### config.mk
export PLATFORM = sky130hd
export DESIGN_NAME = pdma_dev_flat
export DESIGN_NICKNAME = d
export VERILOG_FILES = /design/src/rtl/pdma_pkg.sv /design/src/rtl/pdma_if.sv /design/src/rtl/pdma_fifo.sv /design/src/rtl/pdma_dev.sv /design/src/flat_wrapper.sv
export SDC_FILE = /design/constraint.sdc
export NUM_CORES = 2
export LEC_CHECK = 0
export BUFFER_PORTS_ARGS = -buffer_cell sky130_fd_sc_hd__buf_4
export CAP_MARGIN = 15
export CORE_MARGIN = 3
export CORE_UTILIZATION = 45
export CTS_CLUSTER_SIZE = 30
export DETAILED_ROUTE_END_ITERATION = 10
export PLACE_DENSITY_LB_ADDON = 0.2
export RECOVER_POWER = 25
export SLEW_MARGIN = 20
export SYNTH_ARGS = -nofsm -noshare
export SYNTH_HDL_FRONTEND = slang
export SYNTH_SLANG_ARGS = --single-unit
### constraint.sdc
create_clock -name sys_clk -period 8.8 [get_ports sys_clk]
set_input_delay 0 -clock sys_clk [delete_from_list [all_inputs] [get_ports sys_clk]]
set_output_delay 0 -clock sys_clk [all_outputs]
set_load 0.005 [all_outputs]
### src/rtl/pdma_pkg.sv
// shared constants and types for the peripheral dma engine
package pdma_pkg;

    // ------------------------------------------------------------
    // sizes
    // ------------------------------------------------------------
    localparam int PER_N = 4;
    localparam int PER_MAX = 12;
    localparam int CH_N = 2 * PER_N;
    localparam int CHW = 3;
    localparam int ASB_N = 1;
    localparam int AW = 32;
    localparam int CW = 16;
    localparam int DW = 32;
    localparam int FIFO_DEPTH = 16;
    localparam int FIFO_W = CHW + DW;
    localparam int MEM_N = 64;
    localparam int MEM_AW = 6;
    localparam int IDX_LO = 2;

    // ------------------------------------------------------------
    // bus field values
    // ------------------------------------------------------------
    localparam logic [1:0] SIZE_WORD = 2'h2;
    localparam logic [1:0] PROT_DATA = 2'h1;
    localparam logic [AW-1:0] PTR_STEP = 32'h0000_0004;
    localparam logic [AW-1:0] PTR_RST = 32'h0000_0000;
    localparam logic [CW-1:0] CNT_ONE = 16'h0001;
    localparam logic [CW-1:0] CNT_ZERO = 16'h0000;
    localparam logic [DW-1:0] DATA_RST = 32'h0000_0000;
    localparam logic [AW-1:0] BRIDGE_MASK = 32'hFFFF_0000;
    localparam logic [AW-1:0] BRIDGE_BASE = 32'hFFFF_0000;

    // ------------------------------------------------------------
    // channel register select
    // ------------------------------------------------------------
    localparam logic [1:0] CFG_PTR = 2'h0;
    localparam logic [1:0] CFG_CNT = 2'h1;
    localparam logic [1:0] CFG_NPTR = 2'h2;
    localparam logic [1:0] CFG_NCNT = 2'h3;

    typedef enum logic [1:0] {
        ST_IDLE = 2'h0,
        ST_REQ = 2'h1,
        ST_PERI = 2'h2,
        ST_BUS = 2'h3
    } pdma_state_t;

    typedef struct packed {
        pdma_state_t st;
        logic [CHW-1:0] ch;
        logic [CH_N-1:0] pend;
        logic [CH_N-1:0][AW-1:0] ptr;
        logic [CH_N-1:0][AW-1:0] nptr;
        logic [CH_N-1:0][CW-1:0] cnt;
        logic [CH_N-1:0][CW-1:0] ncnt;
        logic [DW-1:0] data;
    } pdma_dev_t;

    typedef struct packed {
        logic [ASB_N-1:0] gnt;
        logic waited;
        logic bsel;
        logic [DW-1:0] rdata;
        logic [CH_N-1:0] zero_prev;
        logic [PER_N-1:0] irq;
        logic [MEM_N-1:0][DW-1:0] mem;
    } pdma_sys_t;

endpackage

### src/rtl/pdma_if.sv
// link between the dma engine and its system bus and peripherals
`timescale 1ns/1ns
`default_nettype none
interface pdma_if;
    logic [pdma_pkg::ASB_N-1:0] agnt;
    logic [pdma_pkg::ASB_N-1:0] bwait;
    logic bridge_sel;
    logic [pdma_pkg::ASB_N-1:0] areq;
    logic oe_master_address;
    logic [pdma_pkg::AW-1:0] master_add;
    logic bus_lock;
    logic [1:0] bus_prot;
    logic [1:0] bus_size;
    logic bus_write;
    logic [pdma_pkg::DW-1:0] bus_wdata;
    logic [pdma_pkg::DW-1:0] bus_rdata;
    logic [pdma_pkg::PER_N-1:0] tx_trig;
    logic [pdma_pkg::PER_N-1:0] rx_trig;
    logic [pdma_pkg::CH_N-1:0] cnt_zero;

    modport dev (
        input agnt, bwait, bridge_sel, bus_rdata, tx_trig, rx_trig,
        output areq, oe_master_address, master_add, bus_lock, bus_prot,
        output bus_size, bus_write, bus_wdata, cnt_zero
    );
    modport sys (
        output agnt, bwait, bridge_sel, bus_rdata, tx_trig, rx_trig,
        input areq, oe_master_address, master_add, bus_lock, bus_prot,
        input bus_size, bus_write, bus_wdata, cnt_zero
    );
endinterface
`default_nettype wire

### src/rtl/pdma_fifo.sv
// parameterised word fifo with valid/ready on both sides
`timescale 1ns/1ns
`default_nettype none
module pdma_fifo #(
    parameter int W = 8,
    parameter int DEPTH = 16,
    parameter int PW = 4
) (
    // clock and reset
    input wire logic sys_clk,
    input wire logic rst,
    // fill side
    input wire logic in_valid,
    output logic in_ready,
    input wire logic [W-1:0] in_data,
    // drain side
    output logic out_valid,
    input wire logic out_ready,
    output logic [W-1:0] out_data
);
    typedef struct packed {
        logic [DEPTH-1:0][W-1:0] mem;
        logic [PW:0] wp;
        logic [PW:0] rp;
    } pdma_fifo_t;

    pdma_fifo_t r_reg;
    pdma_fifo_t r_next;
    logic full;
    logic empty;

    // pointers carry one extra bit so full and empty differ
    assign empty = r_reg.wp == r_reg.rp;
    assign full = (r_reg.wp[PW] != r_reg.rp[PW]) &&
                  (r_reg.wp[PW-1:0] == r_reg.rp[PW-1:0]);
    assign in_ready = !full;
    assign out_valid = !empty;
    assign out_data = r_reg.mem[r_reg.rp[PW-1:0]];

    always_comb begin
        r_next = r_reg;
        if (in_valid && !full) begin
            r_next.mem[r_reg.wp[PW-1:0]] = in_data;
            r_next.wp = r_reg.wp + 1'b1;
        end
        if (out_ready && !empty) begin
            r_next.rp = r_reg.rp + 1'b1;
        end
    end

    always_ff @(posedge sys_clk) begin
        if (rst) begin
            r_reg.wp <= '0;
            r_reg.rp <= '0;
        end else begin
            r_reg <= r_next;
        end
    end
endmodule
`default_nettype wire

### src/rtl/pdma_dev.sv
// dma engine end: channel pairs, scheduler and system bus master
`timescale 1ns/1ns
`default_nettype none
module pdma_dev (
    // clock and reset
    input wire logic sys_clk,
    input wire logic rst,
    // system bus side
    pdma_if.dev bus,
    // channel register load from the owning peripheral
    input wire logic cfg_we,
    input wire logic [pdma_pkg::CHW-1:0] cfg_ch,
    input wire logic [1:0] cfg_sel,
    input wire logic [pdma_pkg::AW-1:0] cfg_wdata,
    // channel state readback
    input wire logic [pdma_pkg::CHW-1:0] stat_ch,
    output logic [pdma_pkg::AW-1:0] stat_ptr,
    output logic [pdma_pkg::CW-1:0] stat_cnt,
    // receive data fetch from the peripheral
    output logic rx_rd,
    output logic [pdma_pkg::CHW-1:0] rx_rd_ch,
    input wire logic [pdma_pkg::DW-1:0] rx_data,
    output logic bridge_own,
    // transmit data toward the peripherals
    output logic tx_valid,
    input wire logic tx_ready,
    output logic [pdma_pkg::CHW-1:0] tx_ch,
    output logic [pdma_pkg::DW-1:0] tx_data
);
    pdma_pkg::pdma_dev_t r_reg;
    pdma_pkg::pdma_dev_t r_next;
    logic [pdma_pkg::CH_N-1:0] set;
    logic [pdma_pkg::CH_N-1:0] live;
    logic [pdma_pkg::CH_N-1:0] elig;
    logic [pdma_pkg::CHW-1:0] pick;
    logic any;
    logic cur_rx;
    logic done;
    logic push;
    logic push_ready;
    logic [pdma_pkg::CW-1:0] cnt_dec;
    logic [pdma_pkg::FIFO_W-1:0] pop_word;

    // ------------------------------------------------------------
    // transmit buffer
    // ------------------------------------------------------------
    pdma_fifo #(
        .W(pdma_pkg::FIFO_W),
        .DEPTH(pdma_pkg::FIFO_DEPTH),
        .PW(4)
    ) u_txq (
        .sys_clk(sys_clk),
        .rst(rst),
        .in_valid(push),
        .in_ready(push_ready),
        .in_data({r_reg.ch, bus.bus_rdata}),
        .out_valid(tx_valid),
        .out_ready(tx_ready),
        .out_data(pop_word)
    );
    assign tx_ch = pop_word[pdma_pkg::FIFO_W-1:pdma_pkg::DW];
    assign tx_data = pop_word[pdma_pkg::DW-1:0];

    // ------------------------------------------------------------
    // channel pairing and eligibility
    // ------------------------------------------------------------
    always_comb begin
        for (int p = 0; p < pdma_pkg::PER_N; p++) begin
            set[2*p] = bus.rx_trig[p];
            set[2*p+1] = bus.tx_trig[p];
        end
        for (int c = 0; c < pdma_pkg::CH_N; c++) begin
            live[c] = r_reg.cnt[c] != pdma_pkg::CNT_ZERO;
            // tx channels wait while the buffer cannot take a word
            elig[c] = r_reg.pend[c] && live[c] && (!c[0] || push_ready);
        end
    end

    // lowest channel wins; fixed priority keeps the scheduler small
    always_comb begin
        pick = '0;
        any = 1'b0;
        for (int c = pdma_pkg::CH_N - 1; c >= 0; c--) begin
            if (elig[c]) begin
                pick = c[pdma_pkg::CHW-1:0];
                any = 1'b1;
            end
        end
    end

    assign cur_rx = !r_reg.ch[0];
    // completion only once wait is low
    assign done = (r_reg.st == pdma_pkg::ST_BUS) && bus.agnt[0] &&
                  !bus.bwait[0];
    assign push = done && !cur_rx;
    assign cnt_dec = r_reg.cnt[r_reg.ch] - pdma_pkg::CNT_ONE;

    // ------------------------------------------------------------
    // next state
    // ------------------------------------------------------------
    always_comb begin
        r_next = r_reg;
        // triggers ignored while count is zero
        r_next.pend = r_reg.pend | (set & live);
        if (cfg_we) begin
            case (cfg_sel)
                pdma_pkg::CFG_PTR: r_next.ptr[cfg_ch] = cfg_wdata;
                pdma_pkg::CFG_CNT:
                    r_next.cnt[cfg_ch] = cfg_wdata[pdma_pkg::CW-1:0];
                pdma_pkg::CFG_NPTR: r_next.nptr[cfg_ch] = cfg_wdata;
                pdma_pkg::CFG_NCNT:
                    r_next.ncnt[cfg_ch] = cfg_wdata[pdma_pkg::CW-1:0];
                default: r_next.ptr[cfg_ch] = r_reg.ptr[cfg_ch];
            endcase
        end
        case (r_reg.st)
            pdma_pkg::ST_IDLE: begin
                if (any) begin
                    r_next.ch = pick;
                    r_next.st = pdma_pkg::ST_REQ;
                end
            end
            pdma_pkg::ST_REQ: begin
                if (bus.agnt[0]) begin
                    // tx straight to bus, rx via fetch
                    r_next.st = cur_rx ? pdma_pkg::ST_PERI
                                       : pdma_pkg::ST_BUS;
                end
            end
            pdma_pkg::ST_PERI: begin
                // take the bridge only when bus not using it
                if (!bus.bridge_sel) begin
                    r_next.data = rx_data;
                    r_next.st = pdma_pkg::ST_BUS;
                end
            end
            pdma_pkg::ST_BUS: begin
                if (done) begin
                    r_next.st = pdma_pkg::ST_IDLE;
                    // advance, or reload from next at zero
                    if (cnt_dec == pdma_pkg::CNT_ZERO) begin
                        r_next.ptr[r_reg.ch] = r_reg.nptr[r_reg.ch];
                        r_next.cnt[r_reg.ch] = r_reg.ncnt[r_reg.ch];
                        r_next.ncnt[r_reg.ch] = pdma_pkg::CNT_ZERO;
                    end else begin
                        r_next.ptr[r_reg.ch] =
                            r_reg.ptr[r_reg.ch] + pdma_pkg::PTR_STEP;
                        r_next.cnt[r_reg.ch] = cnt_dec;
                    end
                    // a trigger in this same cycle survives the clear
                    r_next.pend[r_reg.ch] = set[r_reg.ch];
                end
            end
            default: r_next.st = pdma_pkg::ST_IDLE;
        endcase
        // a pointer or count load on the active channel wins over the advance
        if (cfg_we && cfg_ch == r_reg.ch && done) begin
            case (cfg_sel)
                pdma_pkg::CFG_PTR: r_next.ptr[cfg_ch] = cfg_wdata;
                pdma_pkg::CFG_CNT:
                    r_next.cnt[cfg_ch] = cfg_wdata[pdma_pkg::CW-1:0];
                default: r_next.ch = r_reg.ch;
            endcase
        end
    end

    // ------------------------------------------------------------
    // registers
    // ------------------------------------------------------------
    always_ff @(posedge sys_clk) begin
        if (rst) begin
            r_reg.st <= pdma_pkg::ST_IDLE;
            r_reg.ch <= '0;
            r_reg.pend <= '0;
            r_reg.ptr <= {pdma_pkg::CH_N{pdma_pkg::PTR_RST}};
            r_reg.nptr <= {pdma_pkg::CH_N{pdma_pkg::PTR_RST}};
            r_reg.cnt <= {pdma_pkg::CH_N{pdma_pkg::CNT_ZERO}};
            r_reg.ncnt <= {pdma_pkg::CH_N{pdma_pkg::CNT_ZERO}};
            r_reg.data <= pdma_pkg::DATA_RST;
        end else begin
            r_reg <= r_next;
        end
    end

    // ------------------------------------------------------------
    // bus outputs
    // ------------------------------------------------------------
    always_comb begin
        // request from selection until transfer ends
        bus.areq = '0;
        bus.areq[0] = r_reg.st != pdma_pkg::ST_IDLE;
        // address enable only while granted in address phase
        bus.oe_master_address = (r_reg.st == pdma_pkg::ST_BUS) &&
                                bus.agnt[0];
        // word address from the current pointer
        bus.master_add = r_reg.ptr[r_reg.ch];
        // rx fetch and store must not be split
        bus.bus_lock = (r_reg.st == pdma_pkg::ST_PERI) ||
                       ((r_reg.st == pdma_pkg::ST_BUS) && cur_rx);
        bus.bus_prot = pdma_pkg::PROT_DATA;
        bus.bus_size = pdma_pkg::SIZE_WORD;
        // write when moving peripheral data into memory
        bus.bus_write = (r_reg.st == pdma_pkg::ST_BUS) && cur_rx;
        bus.bus_wdata = r_reg.data;
        for (int c = 0; c < pdma_pkg::CH_N; c++) begin
            bus.cnt_zero[c] = !live[c];
        end
    end

    // only wait is honoured; there is no retract path
    assign rx_rd = (r_reg.st == pdma_pkg::ST_PERI) && !bus.bridge_sel;
    assign rx_rd_ch = r_reg.ch;
    assign bridge_own = r_reg.st == pdma_pkg::ST_PERI;
    assign stat_ptr = r_reg.ptr[stat_ch];
    assign stat_cnt = r_reg.cnt[stat_ch];
endmodule
`default_nettype wire

### src/flat_wrapper.sv
// flat-port wrapper written by rule: the top's interface ports become plain ports
module pdma_dev_flat 
  (sys_clk, rst, cfg_we, cfg_ch, cfg_sel, cfg_wdata, stat_ch, stat_ptr, stat_cnt, rx_rd, rx_rd_ch, rx_data, bridge_own, tx_valid, tx_ready, tx_ch, tx_data, bus_agnt, bus_bwait, bus_bridge_sel, bus_bus_rdata, bus_tx_trig, bus_rx_trig, bus_areq, bus_oe_master_address, bus_master_add, bus_bus_lock, bus_bus_prot, bus_bus_size, bus_bus_write, bus_bus_wdata, bus_cnt_zero);
  pdma_if bus_i ();
  input wire logic sys_clk;
  input wire logic rst;
  input wire logic cfg_we;
  input wire logic [pdma_pkg::CHW-1:0] cfg_ch;
  input wire logic [1:0] cfg_sel;
  input wire logic [pdma_pkg::AW-1:0] cfg_wdata;
  input wire logic [pdma_pkg::CHW-1:0] stat_ch;
  output logic [pdma_pkg::AW-1:0] stat_ptr;
  output logic [pdma_pkg::CW-1:0] stat_cnt;
  output logic rx_rd;
  output logic [pdma_pkg::CHW-1:0] rx_rd_ch;
  input wire logic [pdma_pkg::DW-1:0] rx_data;
  output logic bridge_own;
  output logic tx_valid;
  input wire logic tx_ready;
  output logic [pdma_pkg::CHW-1:0] tx_ch;
  output logic [pdma_pkg::DW-1:0] tx_data;
  input wire logic [$bits(bus_i.agnt)-1:0] bus_agnt;
  input wire logic [$bits(bus_i.bwait)-1:0] bus_bwait;
  input wire logic [$bits(bus_i.bridge_sel)-1:0] bus_bridge_sel;
  input wire logic [$bits(bus_i.bus_rdata)-1:0] bus_bus_rdata;
  input wire logic [$bits(bus_i.tx_trig)-1:0] bus_tx_trig;
  input wire logic [$bits(bus_i.rx_trig)-1:0] bus_rx_trig;
  output wire logic [$bits(bus_i.areq)-1:0] bus_areq;
  output wire logic [$bits(bus_i.oe_master_address)-1:0] bus_oe_master_address;
  output wire logic [$bits(bus_i.master_add)-1:0] bus_master_add;
  output wire logic [$bits(bus_i.bus_lock)-1:0] bus_bus_lock;
  output wire logic [$bits(bus_i.bus_prot)-1:0] bus_bus_prot;
  output wire logic [$bits(bus_i.bus_size)-1:0] bus_bus_size;
  output wire logic [$bits(bus_i.bus_write)-1:0] bus_bus_write;
  output wire logic [$bits(bus_i.bus_wdata)-1:0] bus_bus_wdata;
  output wire logic [$bits(bus_i.cnt_zero)-1:0] bus_cnt_zero;
  assign bus_i.agnt = bus_agnt;
  assign bus_i.bwait = bus_bwait;
  assign bus_i.bridge_sel = bus_bridge_sel;
  assign bus_i.bus_rdata = bus_bus_rdata;
  assign bus_i.tx_trig = bus_tx_trig;
  assign bus_i.rx_trig = bus_rx_trig;
  assign bus_areq = bus_i.areq;
  assign bus_oe_master_address = bus_i.oe_master_address;
  assign bus_master_add = bus_i.master_add;
  assign bus_bus_lock = bus_i.bus_lock;
  assign bus_bus_prot = bus_i.bus_prot;
  assign bus_bus_size = bus_i.bus_size;
  assign bus_bus_write = bus_i.bus_write;
  assign bus_bus_wdata = bus_i.bus_wdata;
  assign bus_cnt_zero = bus_i.cnt_zero;
  pdma_dev u_core (.sys_clk(sys_clk), .rst(rst), .bus(bus_i), .cfg_we(cfg_we), .cfg_ch(cfg_ch), .cfg_sel(cfg_sel), .cfg_wdata(cfg_wdata), .stat_ch(stat_ch), .stat_ptr(stat_ptr), .stat_cnt(stat_cnt), .rx_rd(rx_rd), .rx_rd_ch(rx_rd_ch), .rx_data(rx_data), .bridge_own(bridge_own), .tx_valid(tx_valid), .tx_ready(tx_ready), .tx_ch(tx_ch), .tx_data(tx_data));
endmodule
==> metrics.txt <==
DIE AREA=0.148 sq mm; initial core utilization=0.455; Clock Skews=around 53 ps; P_leak=25.6 nW; Ports=288; Least-Margin Pin Slew=about 1700 ps; Via-to-Cell Ratio=6.60; Area Growth Syn to Fin=15.4%; Post-route DRC=0; vias=between 50,000 and 60,000; post-route ant nets=0; Sequential Power Share=0.467; total global-route track usage=0.342; Design Area, Final=roughly 0.075 sq mm; Comb power frac=0.082; CTS tree=built; Yosys Warn Count=0; relative slew slack=-0.126; Clock Path Buffers=3; hpwl dp=148,000 um; WP data arrival=approximately 7500 ps; largest cells by area after synthesis=edfxtp_1, dfxtp_1, mux4_2, nand2_1, a21oi_1; Critical Path RT=about 9400 ps; classification of the worst setup path=reg -> reg; WP buf/inv=3; clock share of power=0.452; CP endpoint kind=flip-flop; post-synthesis sequential area ratio=0.514; Post-synth EDFFs=560; power density over the cells=just under 200 mW/mm^2; crit path cell chain=buf_4 -> and2_1 -> o21ai_0 -> and4_1 -> nor4_4 -> xor2_2 -> o211a_4 -> nand3_4 -> buf_4 -> buf_4 -> nand2_1 -> a211oi_1; Yosys top cell area share=0.260; highest achievable clock rate=roughly 140 MHz; port buffer count=about 280; routability cong.=0.975; drt initial violations=~8,000; CTS Sinks=about 1,400; NumNets Final=6,558; core area=around 0.14 sq mm; distinct cell type count after synthesis=81; CP Max Fanout=about 50; fin cells=roughly 8,500; die width=approximately 390 um; Slew Viols, Final=28; final setup fails=0; Routed WL=261,000 um; Switching Fraction=0.254; # Post-CTS Setup Buffers=0; R2R setup slack=approximately 1900 ps; type of origin of the critical path=flip-flop; initial antenna violation count=16; Pint=approximately 0.011 W; Tot Pwr=between 0.01 and 0.015 W; DP Area=between 0.06 and 0.07 sq mm; failing checks=max-capacitance violations, max-slew violations; CTS Buf Count=around 150; min cycle time layout=~6900 ps; DRT Pass-1 Iters=6; first-pass GRT wire length=~370,000 um; largest net degree at the start of global routing=slightly below 90; share of cells above drive strength 1=0.175; Top FF cell, synth=dfxtp_1; post-synth top area cell=edfxtp_1; async set-reset flop share out of synthesis=0; Crit path largest cell delay=approximately 1400 ps; worst hold path class=in -> reg; Seq cells post-synth=1,383; Clk pin slew, worst setup/hold paths=60 ps; syn avg cell area=between 10 and 15 sq um; Cell Rows=between 100 and 150; total grt overflow=0; clock latency on the worst-skew pair=between 800 and 900 ps; die height=roughly 390 um; Final period util=0.784; WL/cell=just over 30 um; final hold violations=0; VDD IR max=154 uV; vias in the first global route=between 50,000 and 60,000; max reg flops=778; status=finished, violations left; RSZ-0062 raised after global routing=false; Commonest cells post-synth=nand2_1, a21oi_1, dfxtp_1, edfxtp_1, clkbuf_1; post-placement cell count=7,983; slowest CP cell=dfxtp_1; most numerous cell on the critical path=buf_4; Mapped Area=0.0647 sq mm; CP top delay family=simple AND/OR/NAND/NOR gates; clk root buf=clkbuf_16; top-count cell post-synth=nand2_1; H-tree depth=4; Cells after Synth=6,293; MaxCap Viol Count=1; switching power=about 0.0037 W; setup total negative slack=0 ps
==> cell usage in the layout (no fill, tap or decap), types with 155 or more instances in the layout <==
cell type,netlist,routed
nand2_1,1289,1271
a21oi_1,838,837
dfxtp_1,823,817
edfxtp_1,560,560
buf_4,59,361
mux4_2,336,336
nor2_1,279,240
or3_1,196,196
dlygate4sd3_1,0,180
o21ai_0,157,155
==> worst paths after layout <==
kind                            from                 to  cells past startpoint
setup / recovery  u_core.rx_rd_ch[0]  u_core.r_reg[622]                     12
hold / removal         cfg_wdata[23]  u_core.r_reg[471]                      4
setup reg to reg  u_core.rx_rd_ch[0]  u_core.r_reg[622]                     12
hold reg to reg    u_core.r_reg[133]  u_core.r_reg[133]                      2
==> final cells by class <==
type / count / area [sq um]
antenna: 13 / 32.5
fill: 12500 / 67400
tap: 1890 / 2360
sequential: 1383 / 33300
clock buffer: 206 / 4150
timing repair buffer: 589 / 4770
inverter: 37 / 141
multi-input combinational: 4264 / 29000
clock inverter: 71 / 936
==> per-layer routing <==
layer / GRT usage / part of all wire / vias up
li1: - / - / 23400
met1: 0.445 / 0.37 / 27300
met2: 0.506 / 0.43 / 4116
met3: 0.104 / 0.13 / 1014
met4: 0.193 / 0.066 / 8
met5: 0 / 0.00031 / -
==> metrics by stage <==
stage | setup WS, ps | hold WS, ps | utilization
after CTS | 2590 | 0.808 | 0.526
after global placement | 2840 | 248 | 0.478
after detailed placement | 2590 | 257 | 0.478
after floorplan | 2740 | 98.9 | -
after global routing | 1590 | 71.4 | 0.525
final | 1900 | 78.3 | 0.526
==> repair_timing <==
item / CTS / global route
endpoints found under the hold margin: 1330 / 0
gates resized for setup: 0 / 0
hold buffers: 180 / 0
==> cell families after synthesis <==
| kind of cell | synth area share |
|---|---|
| simple gates | 0.147 |
| compound gates | 0.142 |
| flops | 0.514 |
| buf+inv | 0.0443 |
| mux | 0.143 |
| xor+xnor | 0.00729 |
| fa+ha+maj | 0.00251 |
| other cells | 0.000116 |
==> tightest hold or removal path: stages <==
cell	delay, ps
dlygate4sd3_1	540
buf_4	200
nand2_1	70
a21oi_1	50
==> power groups by stage <==
stage / registers, W / clock network (W) / logic, W
floorplan: 0.00687 / 0 / 0.000571
global placement: 0.00689 / 0 / 0.00106
detailed placement: 0.00689 / 0 / 0.00107
CTS: 0.00676 / 0.00660 / 0.00113
global route: 0.00676 / 0.00686 / 0.00120
finish: 0.00676 / 0.00654 / 0.00118
No activity file was read; power rests on OpenSTA's default activity.
